===== config.mk =====
export PLATFORM = sky130hd
export DESIGN_NAME = vout_limit_input_turn_on_threshold_registers
export DESIGN_NICKNAME = d
export VERILOG_FILES = /design/src/hw/vout_limit_pkg.sv /design/src/hw/vout_clamp_if.sv /design/src/hw/vout_limit_input_turn_on_threshold_registers.sv /design/src/hw/vout_clamp.sv
export SDC_FILE = /design/constraint.sdc
export NUM_CORES = 1
export LEC_CHECK = 0
export ABC_AREA = 1
export BUFFER_PORTS_ARGS = -buffer_cell sky130_fd_sc_hd__buf_4
export CAP_MARGIN = 20
export CORE_ASPECT_RATIO = 1.5
export CORE_MARGIN = 2
export CORE_UTILIZATION = 45
export CTS_BUF_LIST = sky130_fd_sc_hd__clkbuf_2 sky130_fd_sc_hd__clkbuf_4 sky130_fd_sc_hd__clkbuf_8
export DETAILED_ROUTE_END_ITERATION = 8
export SETUP_SLACK_MARGIN = 0.4
export SLEW_MARGIN = 0
export SYNTH_ARGS = -nofsm -noshare
export SYNTH_HDL_FRONTEND = slang
export SYNTH_SLANG_ARGS = --single-unit

===== constraint.sdc =====
create_clock -name clk -period 5.9 [get_ports clk]
set_clock_uncertainty 0.15 [all_clocks]
set_input_delay 0 -clock clk [delete_from_list [all_inputs] [get_ports clk]]
set_output_delay 0 -clock clk [all_outputs]
set_load 0.03 [all_outputs]

===== src/hw/vout_limit_pkg.sv =====
// constants, types and helpers shared by the output-limit register bank
package vout_limit_pkg;

  // ----------------------------------------------------------------------
  // command codes of the registers
  // ----------------------------------------------------------------------
  localparam logic [7:0]  ADDR_VOUT_UPPER   = 8'h24;
  localparam logic [7:0]  ADDR_MARGIN_HIGH  = 8'h25;
  localparam logic [7:0]  ADDR_MARGIN_LOW   = 8'h26;
  localparam logic [7:0]  ADDR_FB_RATIO     = 8'h29;
  localparam logic [7:0]  ADDR_VOUT_LOWER   = 8'h2B;
  localparam logic [7:0]  ADDR_INPUT_TURN_ON_THRESHOLD       = 8'h35;

  // ----------------------------------------------------------------------
  // reset values, writable masks and value bounds
  // ----------------------------------------------------------------------
  localparam logic [15:0] RST_VOUT_UPPER    = 16'h0226;
  localparam logic [15:0] RST_MARGIN_HIGH   = 16'h0226;
  localparam logic [15:0] RST_MARGIN_LOW    = 16'h0190;
  localparam logic [15:0] RST_FB_RATIO      = 16'h028C;
  localparam logic [15:0] RST_VOUT_LOWER    = 16'h0170;
  localparam logic [15:0] RST_INPUT_TURN_ON_THRESHOLD        = 16'h000C;
  localparam logic [15:0] MASK_VOLT         = 16'h0FFF;
  localparam logic [15:0] MASK_VIN          = 16'h003F;
  localparam logic [15:0] VOUT_UPPER_CEIL   = 16'h0ABE; // 5.5 V at 2 mV
  localparam logic [15:0] VOUT_LOWER_FLOOR  = 16'h00FA; // 0.5 V at 2 mV
  localparam logic [15:0] READ_UNMAPPED     = 16'h0000;
  localparam int          VIN_W             = 6;
  localparam int          FB_W              = 24;

  // ----------------------------------------------------------------------
  // converter enable states
  // ----------------------------------------------------------------------
  typedef enum logic [1:0] {
    CONV_OFF = 2'b01,
    CONV_ON  = 2'b10
  } conv_state_t;

  // keeps only writable bits, the rest read back as zero
  function automatic logic [15:0] keep_bits(input logic [15:0] data,
                                            input logic [15:0] mask);
    return data & mask;
  endfunction : keep_bits

  // folds a value into [lo, hi]
  function automatic logic [15:0] bound(input logic [15:0] v,
                                        input logic [15:0] lo,
                                        input logic [15:0] hi);
    if (v > hi) begin
      return hi;
    end else if (v < lo) begin
      return lo;
    end
    return v;
  endfunction : bound

endpackage : vout_limit_pkg


===== src/hw/vout_clamp_if.sv =====
// carrier between the register bank and its clamp unit
`timescale 1ns/1ps
interface vout_clamp_if;
  logic [15:0] command;
  logic [15:0] upper;
  logic [15:0] lower;
  logic [15:0] target;
  logic        above;
  logic        below;

  modport client (output command, output upper, output lower,
                  input  target,  input  above, input  below);
  modport unit   (input  command, input  upper, input  lower,
                  output target,  output above, output below);
endinterface : vout_clamp_if


===== src/hw/vout_limit_input_turn_on_threshold_registers.sv =====
// output-limit, margin, feedback ratio and turn-on register bank
// Overview of operation
// - a commanded output voltage above the upper limit is replaced by it.
// - a commanded output voltage below the lower limit is replaced by it.
// - any clamp sets the status-word vout bit, the max/min warning, alerts.
// - upper limit is 2 mV/LSB, resets 0x0226, capped at 5.5 V, 15:12 RO.
// - margin high is 2 mV/LSB, resets 0x0226, only bits 11:0 writable.
// - margin low is 2 mV/LSB and resets to 0x0190.
// - feedback ratio is 0.001/LSB and resets to 0x028C.
// - lower limit is 2 mV/LSB, resets 0x0170, never below 0.5 V.
// - conversion starts once input reaches turn-on and start is allowed.
// - turn-on is 250 mV/LSB in bits 5:0, resets 0x000C, 15:6 read-only.
// - conversion stops once the input falls to the turn-off level.
// - feedback reference is clamped command times the feedback ratio.
`timescale 1ns/1ps
module vout_limit_input_turn_on_threshold_registers (
  input  wire logic                          clk,
  input  wire logic                          reset_n,
  input  wire logic [7:0]                    cmd_code,
  input  wire logic                          wr_en,
  input  wire logic [15:0]                   wr_data,
  output      logic [15:0]                   rd_data,
  input  wire logic                          vout_load,
  input  wire logic [15:0]                   vout_command,
  input  wire logic [vout_limit_pkg::VIN_W-1:0] vin_level,
  input  wire logic [vout_limit_pkg::VIN_W-1:0] vin_off_level,
  input  wire logic                          start_ok,
  input  wire logic                          status_clear,
  output      logic [15:0]                   vout_target,
  output      logic [vout_limit_pkg::FB_W-1:0] fb_reference,
  output      logic                          status_word_vout,
  output      logic                          status_output_voltage_upper_limit_min,
  output      logic                          host_notify,
  output      logic                          conversion_on
);

  // ----------------------------------------------------------------------
  // register state
  // ----------------------------------------------------------------------
  logic [15:0] vout_upper,  next_vout_upper;
  logic [15:0] margin_high, next_margin_high;
  logic [15:0] margin_low,  next_margin_low;
  logic [15:0] fb_ratio,    next_fb_ratio;
  logic [15:0] vout_lower,  next_vout_lower;
  logic [15:0] input_turn_on_threshold,      next_input_turn_on_threshold;
  logic [15:0] next_rd_data;

  // host writes, masked and bounded; unmapped codes change nothing
  always_comb begin
    next_vout_upper  = vout_upper;
    next_margin_high = margin_high;
    next_margin_low  = margin_low;
    next_fb_ratio    = fb_ratio;
    next_vout_lower  = vout_lower;
    next_input_turn_on_threshold      = input_turn_on_threshold;
    if (wr_en) begin
      unique case (cmd_code)
        vout_limit_pkg::ADDR_VOUT_UPPER: begin
          next_vout_upper = vout_limit_pkg::bound(
            vout_limit_pkg::keep_bits(wr_data, vout_limit_pkg::MASK_VOLT),
            16'h0000, vout_limit_pkg::VOUT_UPPER_CEIL);
        end
        vout_limit_pkg::ADDR_MARGIN_HIGH: begin
          next_margin_high = vout_limit_pkg::keep_bits(wr_data,
            vout_limit_pkg::MASK_VOLT);
        end
        vout_limit_pkg::ADDR_MARGIN_LOW: begin
          next_margin_low = vout_limit_pkg::keep_bits(wr_data,
            vout_limit_pkg::MASK_VOLT);
        end
        vout_limit_pkg::ADDR_FB_RATIO: begin
          next_fb_ratio = vout_limit_pkg::keep_bits(wr_data,
            vout_limit_pkg::MASK_VOLT);
        end
        vout_limit_pkg::ADDR_VOUT_LOWER: begin
          next_vout_lower = vout_limit_pkg::bound(
            vout_limit_pkg::keep_bits(wr_data, vout_limit_pkg::MASK_VOLT),
            vout_limit_pkg::VOUT_LOWER_FLOOR,
            vout_limit_pkg::MASK_VOLT);
        end
        vout_limit_pkg::ADDR_INPUT_TURN_ON_THRESHOLD: begin
          next_input_turn_on_threshold = vout_limit_pkg::keep_bits(wr_data,
            vout_limit_pkg::MASK_VIN);
        end
        default: ;
      endcase
    end
  end

  // read mux, registered so the answer follows the code by one clock
  always_comb begin
    unique case (cmd_code)
      vout_limit_pkg::ADDR_VOUT_UPPER:  next_rd_data = vout_upper;
      vout_limit_pkg::ADDR_MARGIN_HIGH: next_rd_data = margin_high;
      vout_limit_pkg::ADDR_MARGIN_LOW:  next_rd_data = margin_low;
      vout_limit_pkg::ADDR_FB_RATIO:    next_rd_data = fb_ratio;
      vout_limit_pkg::ADDR_VOUT_LOWER:  next_rd_data = vout_lower;
      vout_limit_pkg::ADDR_INPUT_TURN_ON_THRESHOLD:      next_rd_data = input_turn_on_threshold;
      default: next_rd_data = vout_limit_pkg::READ_UNMAPPED;
    endcase
  end

  // register file flops
  always_ff @(posedge clk or negedge reset_n) begin
    if (!reset_n) begin
      vout_upper  <= vout_limit_pkg::RST_VOUT_UPPER;
      margin_high <= vout_limit_pkg::RST_MARGIN_HIGH;
      margin_low  <= vout_limit_pkg::RST_MARGIN_LOW;
      fb_ratio    <= vout_limit_pkg::RST_FB_RATIO;
      vout_lower  <= vout_limit_pkg::RST_VOUT_LOWER;
      input_turn_on_threshold      <= vout_limit_pkg::RST_INPUT_TURN_ON_THRESHOLD;
      rd_data     <= vout_limit_pkg::READ_UNMAPPED;
    end else begin
      vout_upper  <= next_vout_upper;
      margin_high <= next_margin_high;
      margin_low  <= next_margin_low;
      fb_ratio    <= next_fb_ratio;
      vout_lower  <= next_vout_lower;
      input_turn_on_threshold      <= next_input_turn_on_threshold;
      rd_data     <= next_rd_data;
    end
  end

  // ----------------------------------------------------------------------
  // output voltage clamp and warning flags
  // ----------------------------------------------------------------------
  vout_clamp_if lim ();
  assign lim.command = vout_command;
  assign lim.upper   = vout_upper;
  assign lim.lower   = vout_lower;
  vout_clamp u_clamp (
    .lim (lim.unit)
  );

  logic [15:0]                     next_vout_target;
  logic                            next_word_vout;
  logic                            next_max_min;
  logic                            clamp_event;
  logic [vout_limit_pkg::FB_W-1:0] next_fb_reference;

  // a clamp in the same cycle as a clear wins, so no event is lost
  always_comb begin
    clamp_event      = vout_load && (lim.above || lim.below);
    next_vout_target = vout_load ? lim.target : vout_target;
    next_word_vout   = (status_word_vout && !status_clear)
                       || clamp_event;
    next_max_min     = (status_output_voltage_upper_limit_min && !status_clear)
                       || clamp_event;
    next_fb_reference = vout_limit_pkg::FB_W'(vout_target[11:0])
                        * vout_limit_pkg::FB_W'(fb_ratio[11:0]);
  end

  // limits are applied at load time only; a later limit write does not
  // re-clamp a target already in force
  always_ff @(posedge clk or negedge reset_n) begin
    if (!reset_n) begin
      vout_target         <= 16'h0000;
      status_word_vout    <= 1'b0;
      status_output_voltage_upper_limit_min <= 1'b0;
      host_notify         <= 1'b0;
      fb_reference        <= '0;
    end else begin
      vout_target         <= next_vout_target;
      status_word_vout    <= next_word_vout;
      status_output_voltage_upper_limit_min <= next_max_min;
      host_notify         <= next_word_vout || next_max_min;
      fb_reference        <= next_fb_reference;
    end
  end

  // ----------------------------------------------------------------------
  // input turn-on / turn-off control
  // ----------------------------------------------------------------------
  vout_limit_pkg::conv_state_t conv_state, next_conv_state;

  // hysteresis relies on the host keeping turn-on above turn-off
  always_comb begin
    next_conv_state = conv_state;
    unique case (conv_state)
      vout_limit_pkg::CONV_OFF: begin
        if (start_ok && vin_level >= input_turn_on_threshold[vout_limit_pkg::VIN_W-1:0]) begin
          next_conv_state = vout_limit_pkg::CONV_ON;
        end
      end
      vout_limit_pkg::CONV_ON: begin
        if (vin_level <= vin_off_level) begin
          next_conv_state = vout_limit_pkg::CONV_OFF;
        end
      end
      default: next_conv_state = vout_limit_pkg::CONV_OFF;
    endcase
  end

  always_ff @(posedge clk or negedge reset_n) begin
    if (!reset_n) begin
      conv_state    <= vout_limit_pkg::CONV_OFF;
      conversion_on <= 1'b0;
    end else begin
      conv_state    <= next_conv_state;
      conversion_on <= next_conv_state == vout_limit_pkg::CONV_ON;
    end
  end
endmodule : vout_limit_input_turn_on_threshold_registers


===== src/hw/vout_clamp.sv =====
// combinational clamp of a commanded output voltage to its limits
`timescale 1ns/1ps
module vout_clamp (
  vout_clamp_if.unit lim
);

  // ----------------------------------------------------------------------
  // compare and substitute
  // ----------------------------------------------------------------------
  // upper limit checked first: with crossed limits a command above both gets the upper limit
  always_comb begin
    lim.above  = lim.command > lim.upper;
    lim.below  = !lim.above && (lim.command < lim.lower);
    lim.target = lim.command;
    if (lim.above) begin
      lim.target = lim.upper;
    end else if (lim.below) begin
      lim.target = lim.lower;
    end
  end

endmodule : vout_clamp


==> metrics.md, run 1 <==
| Metric | Value |
|---|---|
| Status | `finished clean` |
| Cell family with most CP delay | `adder cells` |
| DRC viols | `0` |
| RR Endpoint | `fb_reference[17]$_DFF_PN0_` |
| I/O pin cnt | `about 120` |
| Num CTS Buffers | `17` |
| Clock transition at path regs | `around 0.080 ns` |
| Post-DP HPWL | `~23000 um` |
| Slowest-stage cell, CP | `dfrtp_1` |
| Worst reg2reg path depth | `18` |
| DRT antenna net count | `0` |
| GRT Resource Usage Total | `a little under a quarter` |
| Worst Hold Class | `in2reg` |
| Most common cell after layout, fill and taps aside | `nand2_1` |
| Htree depth | `4` |
| Die area | `between 0.02 and 0.03 sq mm` |
| Max incr delay on CP | `roughly 0.63 ns` |
| Die Height | `about 200 um` |
| Mapped Area | `0.0110 sq mm` |
| CP Buf/Inv Count | `5` |
| Main synth FF type | `dfrtp_1` |
| Final core utilization | `54.0%` |
| Netlist cell types | `47` |
| Critical path origin | `vout_target[3]$_DFFE_PN0P_` |
| Period utilization | `around nine tenths` |
| Final Hold Fails | `0` |
| Avg Cell Area, Syn | `a little over 8 sq um` |
| Max-cap violation count | `0` |
| Total grt overflow | `0` |
| FF+latch count, synth | `approximately 120` |
| Worst endpoint data arrival time | `around 5.5 ns` |
| Largest net degree at the start of global routing | `about 70` |
| Fmax | `roughly 190 MHz` |
| Cell Area, Placed | `around 0.012 sq mm` |
| Register area share after synthesis | `between 20 and 30%` |
| Hold Path Stages | `6` |
| Worst vdd ir | `roughly 0.00015 V` |
| Port bufs | `109` |
| Pleak | `between 7 and 8 nW` |
| Slew @ Worst Pin | `around 0.97 ns` |
| Pre-CTS WS | `around 0.55 ns` |
| DR iter-0 viols | `404` |
| Root Driver | `clkbuf_8` |
| Hold Path Sink | `rd_data[5]$_DFF_PN0_` |
| Core ar. | `approximately 0.024 sq mm` |
| Synth Area in Compound Gates | `about 8.4%` |
| Unrepaired setup endpoints after global routing | `no` |
| Commonest non-fill, non-tap cells in the layout | `335 x nand2_1, 294 x inv_1, 122 x buf_4` |
| Largest family of logic cells by synthesized area | `adder cells` |
| Max-slew violations | `0` |
| CP max FO | `11` |
| Via density per instance | `4.96` |
| Clock latency at the later pin of the worst-skew pair | `about 0.47 ns` |
| Kind of critical path | `reg2reg` |
| Synth async-reset ratio | `100%` |
| Mapped Cells | `~1400` |
| Post-route setup slack | `between 0.6 and 0.7 ns` |
| Detailed Routing Iterations Pass 1 | `5` |
| CP startpoint kind | `register` |
| Synth Area in XOR/XNOR | `under 10%` |
| Worst r2r src | `vout_target[3]$_DFFE_PN0P_` |
| Total power draw | `~2.8 mW` |
| Hold Crit Start | `cmd_code[7]` |
| Vias | `9175` |
| Drt wl/cell | `roughly 16 um` |
| Post-synth EDFFs | `0` |
| Vias in the first global route | `roughly 9700` |
| Register-to-register setup slack | `just under 0.7 ns` |
| Area Growth Syn to Fin | `18.8%` |
| ANT cells | `0` |
| Die X | `132 um` |
| TritonCTS clock tree | `yes` |
| Row Count | `70` |
| Antenna violations before repair | `0` |
| Final wirelength | `29300 um` |
| Share of layout cells above drive strength 1 | `between 10 and 15%` |
| First-pass GRT wire length | `about 48000 um` |
| Post-Route Setup TNS | `0 ns` |
| Nets | `roughly 1800` |
| Fin area | `approximately 0.013 sq mm` |
| Setup violators final | `0` |
| Adder-Cell Fraction of Synth Area | `~30%` |
| CTS sink count | `124` |
| Tmin final | `about 5.2 ns` |
| Worst-path cell chain | `buf_4, nand2_1, fa_1, fa_1, inv_1, ha_1, fa_1, inv_1, fa_1, inv_1, ha_1, nand2_1, inv_1, nand3_1, nor3_1, a21oi_1, o21bai_1, xor2_1` |
| Pwr per Cell Area | `around 220 mW/mm^2` |
| Starting Density | `between 40% and 50%` |
| Post-synthesis mux area share | `0%` |
| RePlAce Congestion | `0.901` |
| Rel. slew slack | `35.2%` |
| Longest Clk Path Bufs | `2` |
| Ys Warns | `0` |
| Worst EP required | `between 6 and 7 ns` |
| Synth Area in Simple Gates | `19.7%` |
| CP endpoint kind | `register` |
through the flow:
stage	std cells	hold WS, ns
global placement	1759	0.0478
global route	1850	0.0746
CTS	1848	0.00187
finish	1850	0.0460
detailed placement	1759	0.0488
floorplan	1366	-0.446
repair_timing:
action,CTS,global route
hold buffers,57,0
gates resized for setup,0,7
hold endpoints to repair,160,0
endpoints found under the setup margin,0,4
buffers inserted,0,2
worst min-delay path: stages:
cell and delay [ns]:
buf_4 0.08, nor2_2 0.03, nand4_1 0.15, o22ai_1 0.10
a21oi_1 0.13, o2111ai_1 0.11
worst max-delay path by stage:
| stage | end | depth (start not counted) | slack [ns] |
|---|---|---|---|
| after global placement | fb_reference[23]$_DFF_PN0_ | 17 | 0.62 |
| after detailed placement | fb_reference[23]$_DFF_PN0_ | 17 | 0.55 |
| after global routing | fb_reference[17]$_DFF_PN0_ | 18 | 0.45 |
| after CTS | fb_reference[23]$_DFF_PN0_ | 17 | 0.52 |
| final | fb_reference[17]$_DFF_PN0_ | 18 | 0.68 |
| after floorplan | fb_reference[19]$_DFF_PN0_ | 17 | 0.82 |
layer usage:
metal  vias to the layer above  global-route usage [%]  wire, um
met2                       198                    46.0     16100
met4                         0                    11.8      1410
met1                      4429                    25.1     10900
met5                         -                       0         0
met3                        74                    3.28       869
li1                       4474                       -         -
registers in the layout (all words and copies together), names as in the netlist:
| name | cells |
|---|---|
| vout_target | 16 |
| rd_data | 12 |
| conv_state | 2 |
| lim.upper | 12 |
| fb_ratio | 12 |
| margin_high | 12 |
| margin_low | 12 |
| host_notify | 1 |
| status_word_vout | 1 |
| lim.lower | 12 |
| status_output_voltage_upper_limit_min | 1 |
| fb_reference | 24 |
| conversion_on | 1 |
| input_turn_on_threshold | 6 |
Yosys cell counts, types with 3 or more instances:
master / instances / share of area, %
xnor2_1: 7 / 0.56
a22oi_1: 7 / 0.48
nor3_1: 11 / 0.50
nor2_1: 55 / 1.9
o21ai_2: 9 / 0.71
fa_1: 100 / 18
o22ai_1: 4 / 0.23
ha_1: 99 / 11
inv_1: 294 / 10
nand4_1: 7 / 0.40
nand2_2: 4 / 0.23
buf_2: 13 / 0.59
nand3_1: 74 / 3.4
a221oi_1: 6 / 0.48
dfstp_2: 22 / 5.2
o211ai_1: 8 / 0.54
xor2_1: 12 / 0.95
nor2_2: 4 / 0.23
o21ai_1: 50 / 2.3
dfrtp_1: 102 / 23
nand2_1: 335 / 11
or2_2: 12 / 0.68
a21o_1: 3 / 0.20
buf_4: 9 / 0.61
inv_2: 6 / 0.20
clkbuf_1: 27 / 0.92
a21oi_1: 36 / 1.6
o21ai_0: 22 / 1.0
logic make-up after synthesis:
| group | after synthesis |
|---|---|
| buffers and inverters | 352 |
| flip-flops | 124 |
| AO/OA/AOI/OAI | 157 |
| adder cells (fa/ha/maj) | 199 |
| AND/OR/NAND/NOR | 511 |
| XOR/XNOR | 19 |
| other | 1 |
report_power, final:
part           leakage [nW]  internal, mW  total, mW  switching (mW)
clock                 0.199         0.429      0.814           0.385
combinational          5.64         0.389      0.998           0.609
sequential             1.49         0.947       1.02          0.0685
final cells by class:
class                   instances  area [sq um]
clock buffers                  19           249
fillers                      2423         11200
repair buffers                179          1490
inverters                     301          1130
clock inverters                13           169
flip-flops and latches        124          3140
well taps                     324           405
multi-input cells             890          6520
(Power assumes the default switching activity.)
==> run 2, diff against run 1 <==
ABC_AREA = 0   (was 1)
SYNTH_HIERARCHICAL = 1   (was default)
==> metrics.md, run 2 <==
| Metric | Value |
|---|---|
| Pleak | `6.82 nW (was 7.32 nW)` |
| DRC viols | `0 (unchanged)` |
| Synth area leader | `dfrtp_1 (unchanged)` |
| Die X | `132 um (about the same)` |
| Post-route setup slack | `0.567 ns (was 0.681 ns)` |
| GRT Resource Usage Total | `22.5% (was 23.9%)` |
| Longest Clk Path Bufs | `2 (unchanged)` |
| Root Driver | `clkbuf_8 (unchanged)` |
| Num CTS Buffers | `17 (unchanged)` |
| Top reg by flops | `fb_reference (unchanged)` |
| Slew @ Worst Pin | `1.13 ns (was 0.970 ns)` |
| Max reg flops | `24 (unchanged)` |
| Synth async-reset ratio | `100% (unchanged)` |
| Port bufs | `109 (unchanged)` |
| Largest net degree at the start of global routing | `68 (was 69)` |
| Count leader, synth | `inv_1 (was nand2_1)` |
| Cell Area, Placed | `0.0122 sq mm (was 0.0121 sq mm)` |
| Die area | `0.0258 sq mm (about the same)` |
| Fmax | `188 MHz (was 192 MHz)` |
| First-pass GRT wire length | `45100 um (was 47900 um)` |
| FF+latch count, synth | `124 (unchanged)` |
| Area Growth Syn to Fin | `21.3% (was 18.8%)` |
| Worst Hold Class | `in2async (was in2reg)` |
| Non-filler instance count after layout | `1629 (was 1850)` |
| Mapped Cells | `1120 (was 1363)` |
| Total power draw | `2.31 mW (was 2.83 mW)` |
| Max-slew violations | `0 (unchanged)` |
| Max incr delay on CP | `0.68 ns (was 0.63 ns)` |
| Status | `finished, violations left (was finished clean)` |
| Core ar. | `0.0243 sq mm (unchanged)` |
| Netlist cell types | `59 (was 47)` |
| Starting Density | `45.5% (about the same)` |
| TritonCTS clock tree | `yes (unchanged)` |
| Top Registers | `fb_reference x24, vout_target x16 (unchanged)` |
| Antenna violations before repair | `0 (unchanged)` |
| Fin area | `0.0134 sq mm (was 0.0131 sq mm)` |
| Worst reg2reg path depth | `15 (was 18)` |
| List of most frequent post-synthesis cells | `181 x inv_1, 131 x nand2_1, 107 x ha_1 (was 335 x nand2_1, 294 x inv_1, 102 x dfrtp_1)` |
| ANT cells | `0 (unchanged)` |
| Tmin final | `5.33 ns (was 5.22 ns)` |
| Register area share after synthesis | `28.4% (about the same)` |
| Pwr per Cell Area | `172 mW/mm^2 (was 216 mW/mm^2)` |
| Most common cell after layout, fill and taps aside | `inv_1 (was nand2_1)` |
| Min Hold Slack | `-0.0219 ns (was 0.0460 ns)` |
| Share of layout cells above drive strength 1 | `22.9% (was 14.9%)` |
| Setup violators final | `0 (unchanged)` |
| I/O pin cnt | `118 (unchanged)` |
| CP max FO | `7 (was 11)` |
| Total grt overflow | `0 (unchanged)` |
| Unrepaired setup endpoints after global routing | `no (unchanged)` |
| Failing checks | `hold timing` |
| Nets | `1557 (was 1770)` |
| Area contributors post-synth | `dfrtp_1 23%, fa_1 18%, ha_1 12%, mux2_2 6.2%, inv_1 6.2% (was dfrtp_1 23%, fa_1 18%, nand2_1 11%, ha_1 11%, inv_1 10%)` |
| Commonest non-fill, non-tap cells in the layout | `181 x inv_1, 137 x buf_4, 131 x nand2_1 (was 335 x nand2_1, 294 x inv_1, 122 x buf_4)` |
| Max-cap violation count | `0 (unchanged)` |
| Vias in the first global route | `8766 (was 9704)` |
| Dpl cells | `1530 (was 1759)` |
| Ys Warns | `6 (was 0)` |
| Final Hold Fails | `7 (was 0)` |
| CP endpoint kind | `register (unchanged)` |
| Die Height | `196 um (about the same)` |
| Top cell type's share of synthesized area | `23.1% (about the same)` |
| RePlAce Congestion | `0.847 (was 0.901)` |
| DRT antenna net count | `0 (unchanged)` |
| DR iter-0 viols | `353 (was 404)` |
| Post-synth EDFFs | `0 (unchanged)` |
| CTS sink count | `124 (unchanged)` |
| Main synth FF type | `dfrtp_1 (unchanged)` |
| Worst vdd ir | `0.000132 V (was 0.000151 V)` |
| Final wirelength | `28300 um (was 29300 um)` |
| Avg Cell Area, Syn | `9.86 sq um (was 8.09 sq um)` |
| Drt wl/cell | `17.4 um (was 15.8 um)` |
| Rel. slew slack | `24.5% (was 35.2%)` |
| Detailed Routing Iterations Pass 1 | `5 (unchanged)` |
| Post-DP HPWL | `21400 um (was 22800 um)` |
| Htree depth | `4 (unchanged)` |
| Worst-path cell chain | `buf_6, and2_1, fa_1, fa_1, fa_1, fa_1, inv_1, fa_1, inv_1, ha_4, nand3_4, or3_4, o211ai_1, mux2i_1, or4_1 (was buf_4, nand2_1, fa_1, fa_1, inv_1, ha_1, fa_1, inv_1, fa_1, inv_1, ha_1, nand2_1, inv_1, nand3_1, nor3_1, a21oi_1, o21bai_1, xor2_1)` |
| Row Count | `70 (unchanged)` |
| Slowest-stage cell, CP | `dfstp_4 (was dfrtp_1)` |
| Post-Route Setup TNS | `0 ns (unchanged)` |
| Worst EP required | `6.10 ns (was 6.14 ns)` |
| Pre-CTS WS | `0.222 ns (was 0.548 ns)` |
| Mapped Area | `0.0110 sq mm (about the same)` |
| Worst endpoint data arrival time | `5.53 ns (was 5.46 ns)` |
| CP startpoint kind | `register (unchanged)` |
| Most used cell, CP | `fa_1` |
| Clock latency at the later pin of the worst-skew pair | `0.48 ns (was 0.47 ns)` |
| Via density per instance | `5.15 (was 4.96)` |
| Period utilization | `90.4% (was 88.5%)` |
| Kind of critical path | `reg2reg (unchanged)` |
| Vias | `8396 (was 9175)` |
| Clock transition at path regs | `0.08 ns (about the same)` |
-- run 2: cell count changes after synthesis, moves of 49 or more --
| cell | before | now |
|---|---|---|
| and2_1 | 0 | 60 |
| mux2_2 | 0 | 61 |
| nand2_1 | 335 | 131 |
| o21ai_1 | 50 | 1 |
| inv_1 | 294 | 181 |
| nand3_1 | 74 | 11 |
-- run 2: critical path: cells and delay by family (launching register included) --
kind / cells / cell delay [ns]
AOI/OAI and AO/OA: 1 / 0.19
DFF: 1 / 0.68
buffers and inverters: 3 / 0.23
muxes: 1 / 0.08
adders and majority gates: 6 / 2.80
and+or+nand+nor: 4 / 1.08
-- run 2: timing repair --
item,CTS,global route
gates resized for setup,8,25
endpoints found under the setup margin,3,9
cloned,0,0
hold buffers,51,0
buffers inserted,7,9
pin swaps,2,8
hold endpoints to repair,154,0
-- run 2: layer usage --
metal,GRT usage (%),routed length [um]
met1,24.6,10900
met2,44.3,15900
met3,2.89,915
met4,7.41,626
met5,0,0
-- run 2: area by class of cell --
type	instances	area (sq um)
repair buffers	189	1550
fillers	2194	10900
well taps	324	405
inverters	181	679
flip-flops and latches	124	3160
clock inverters	12	115
clock buffers	20	269
multi-input cells	779	7220
-- run 2: logic make-up (layout without fill, tap and decap cells) --
group           after synthesis  count (layout)  synth area share, %
compound gates              154             154                 9.01
other cells                   1              16               0.0340
simple gates                284             284                 12.8
buf+inv                     232             402                 8.26
fa+ha+maj                   207             207                 30.3
flops                       124             124                 28.4
mux                         101             101                 9.94
xor+xnor                     17              17                 1.35
-- run 2: worst paths after layout --
path                                            startpoint  slack [ns]                    endpoint
worst max register to register     fb_ratio[7]$_DFFE_PN1P_        0.57  fb_reference[20]$_DFF_PN0_
min in group clk                               cmd_code[6]        0.03        rd_data[1]$_DFF_PN0_
worst min-delay path                               reset_n       -0.02  fb_reference[19]$_DFF_PN0_
worst min register to register  margin_high[0]$_DFFE_PN0P_        0.34  margin_high[0]$_DFFE_PN0P_
max in group asynchronous                          reset_n        4.14  vout_target[9]$_DFFE_PN0P_
worst max-delay path               fb_ratio[7]$_DFFE_PN1P_        0.57  fb_reference[20]$_DFF_PN0_
-- run 2: power breakdown --
group / total, mW / switching (mW) / internal, mW
Sequential: 0.991 / 0.0718 / 0.919
Clock: 0.750 / 0.388 / 0.362
Combinational: 0.567 / 0.313 / 0.253
Total: 2.31 / 0.773 / 1.53
-- run 2: metrics by stage --
stage	hold WS [ns]	util (%)
after floorplan	-0.446	-
after global routing	0.0386	55.2
after CTS	0.00593	54.4
final	-0.0219	55.2
after detailed placement	-0.0215	50.3
after global placement	-0.0246	50.3
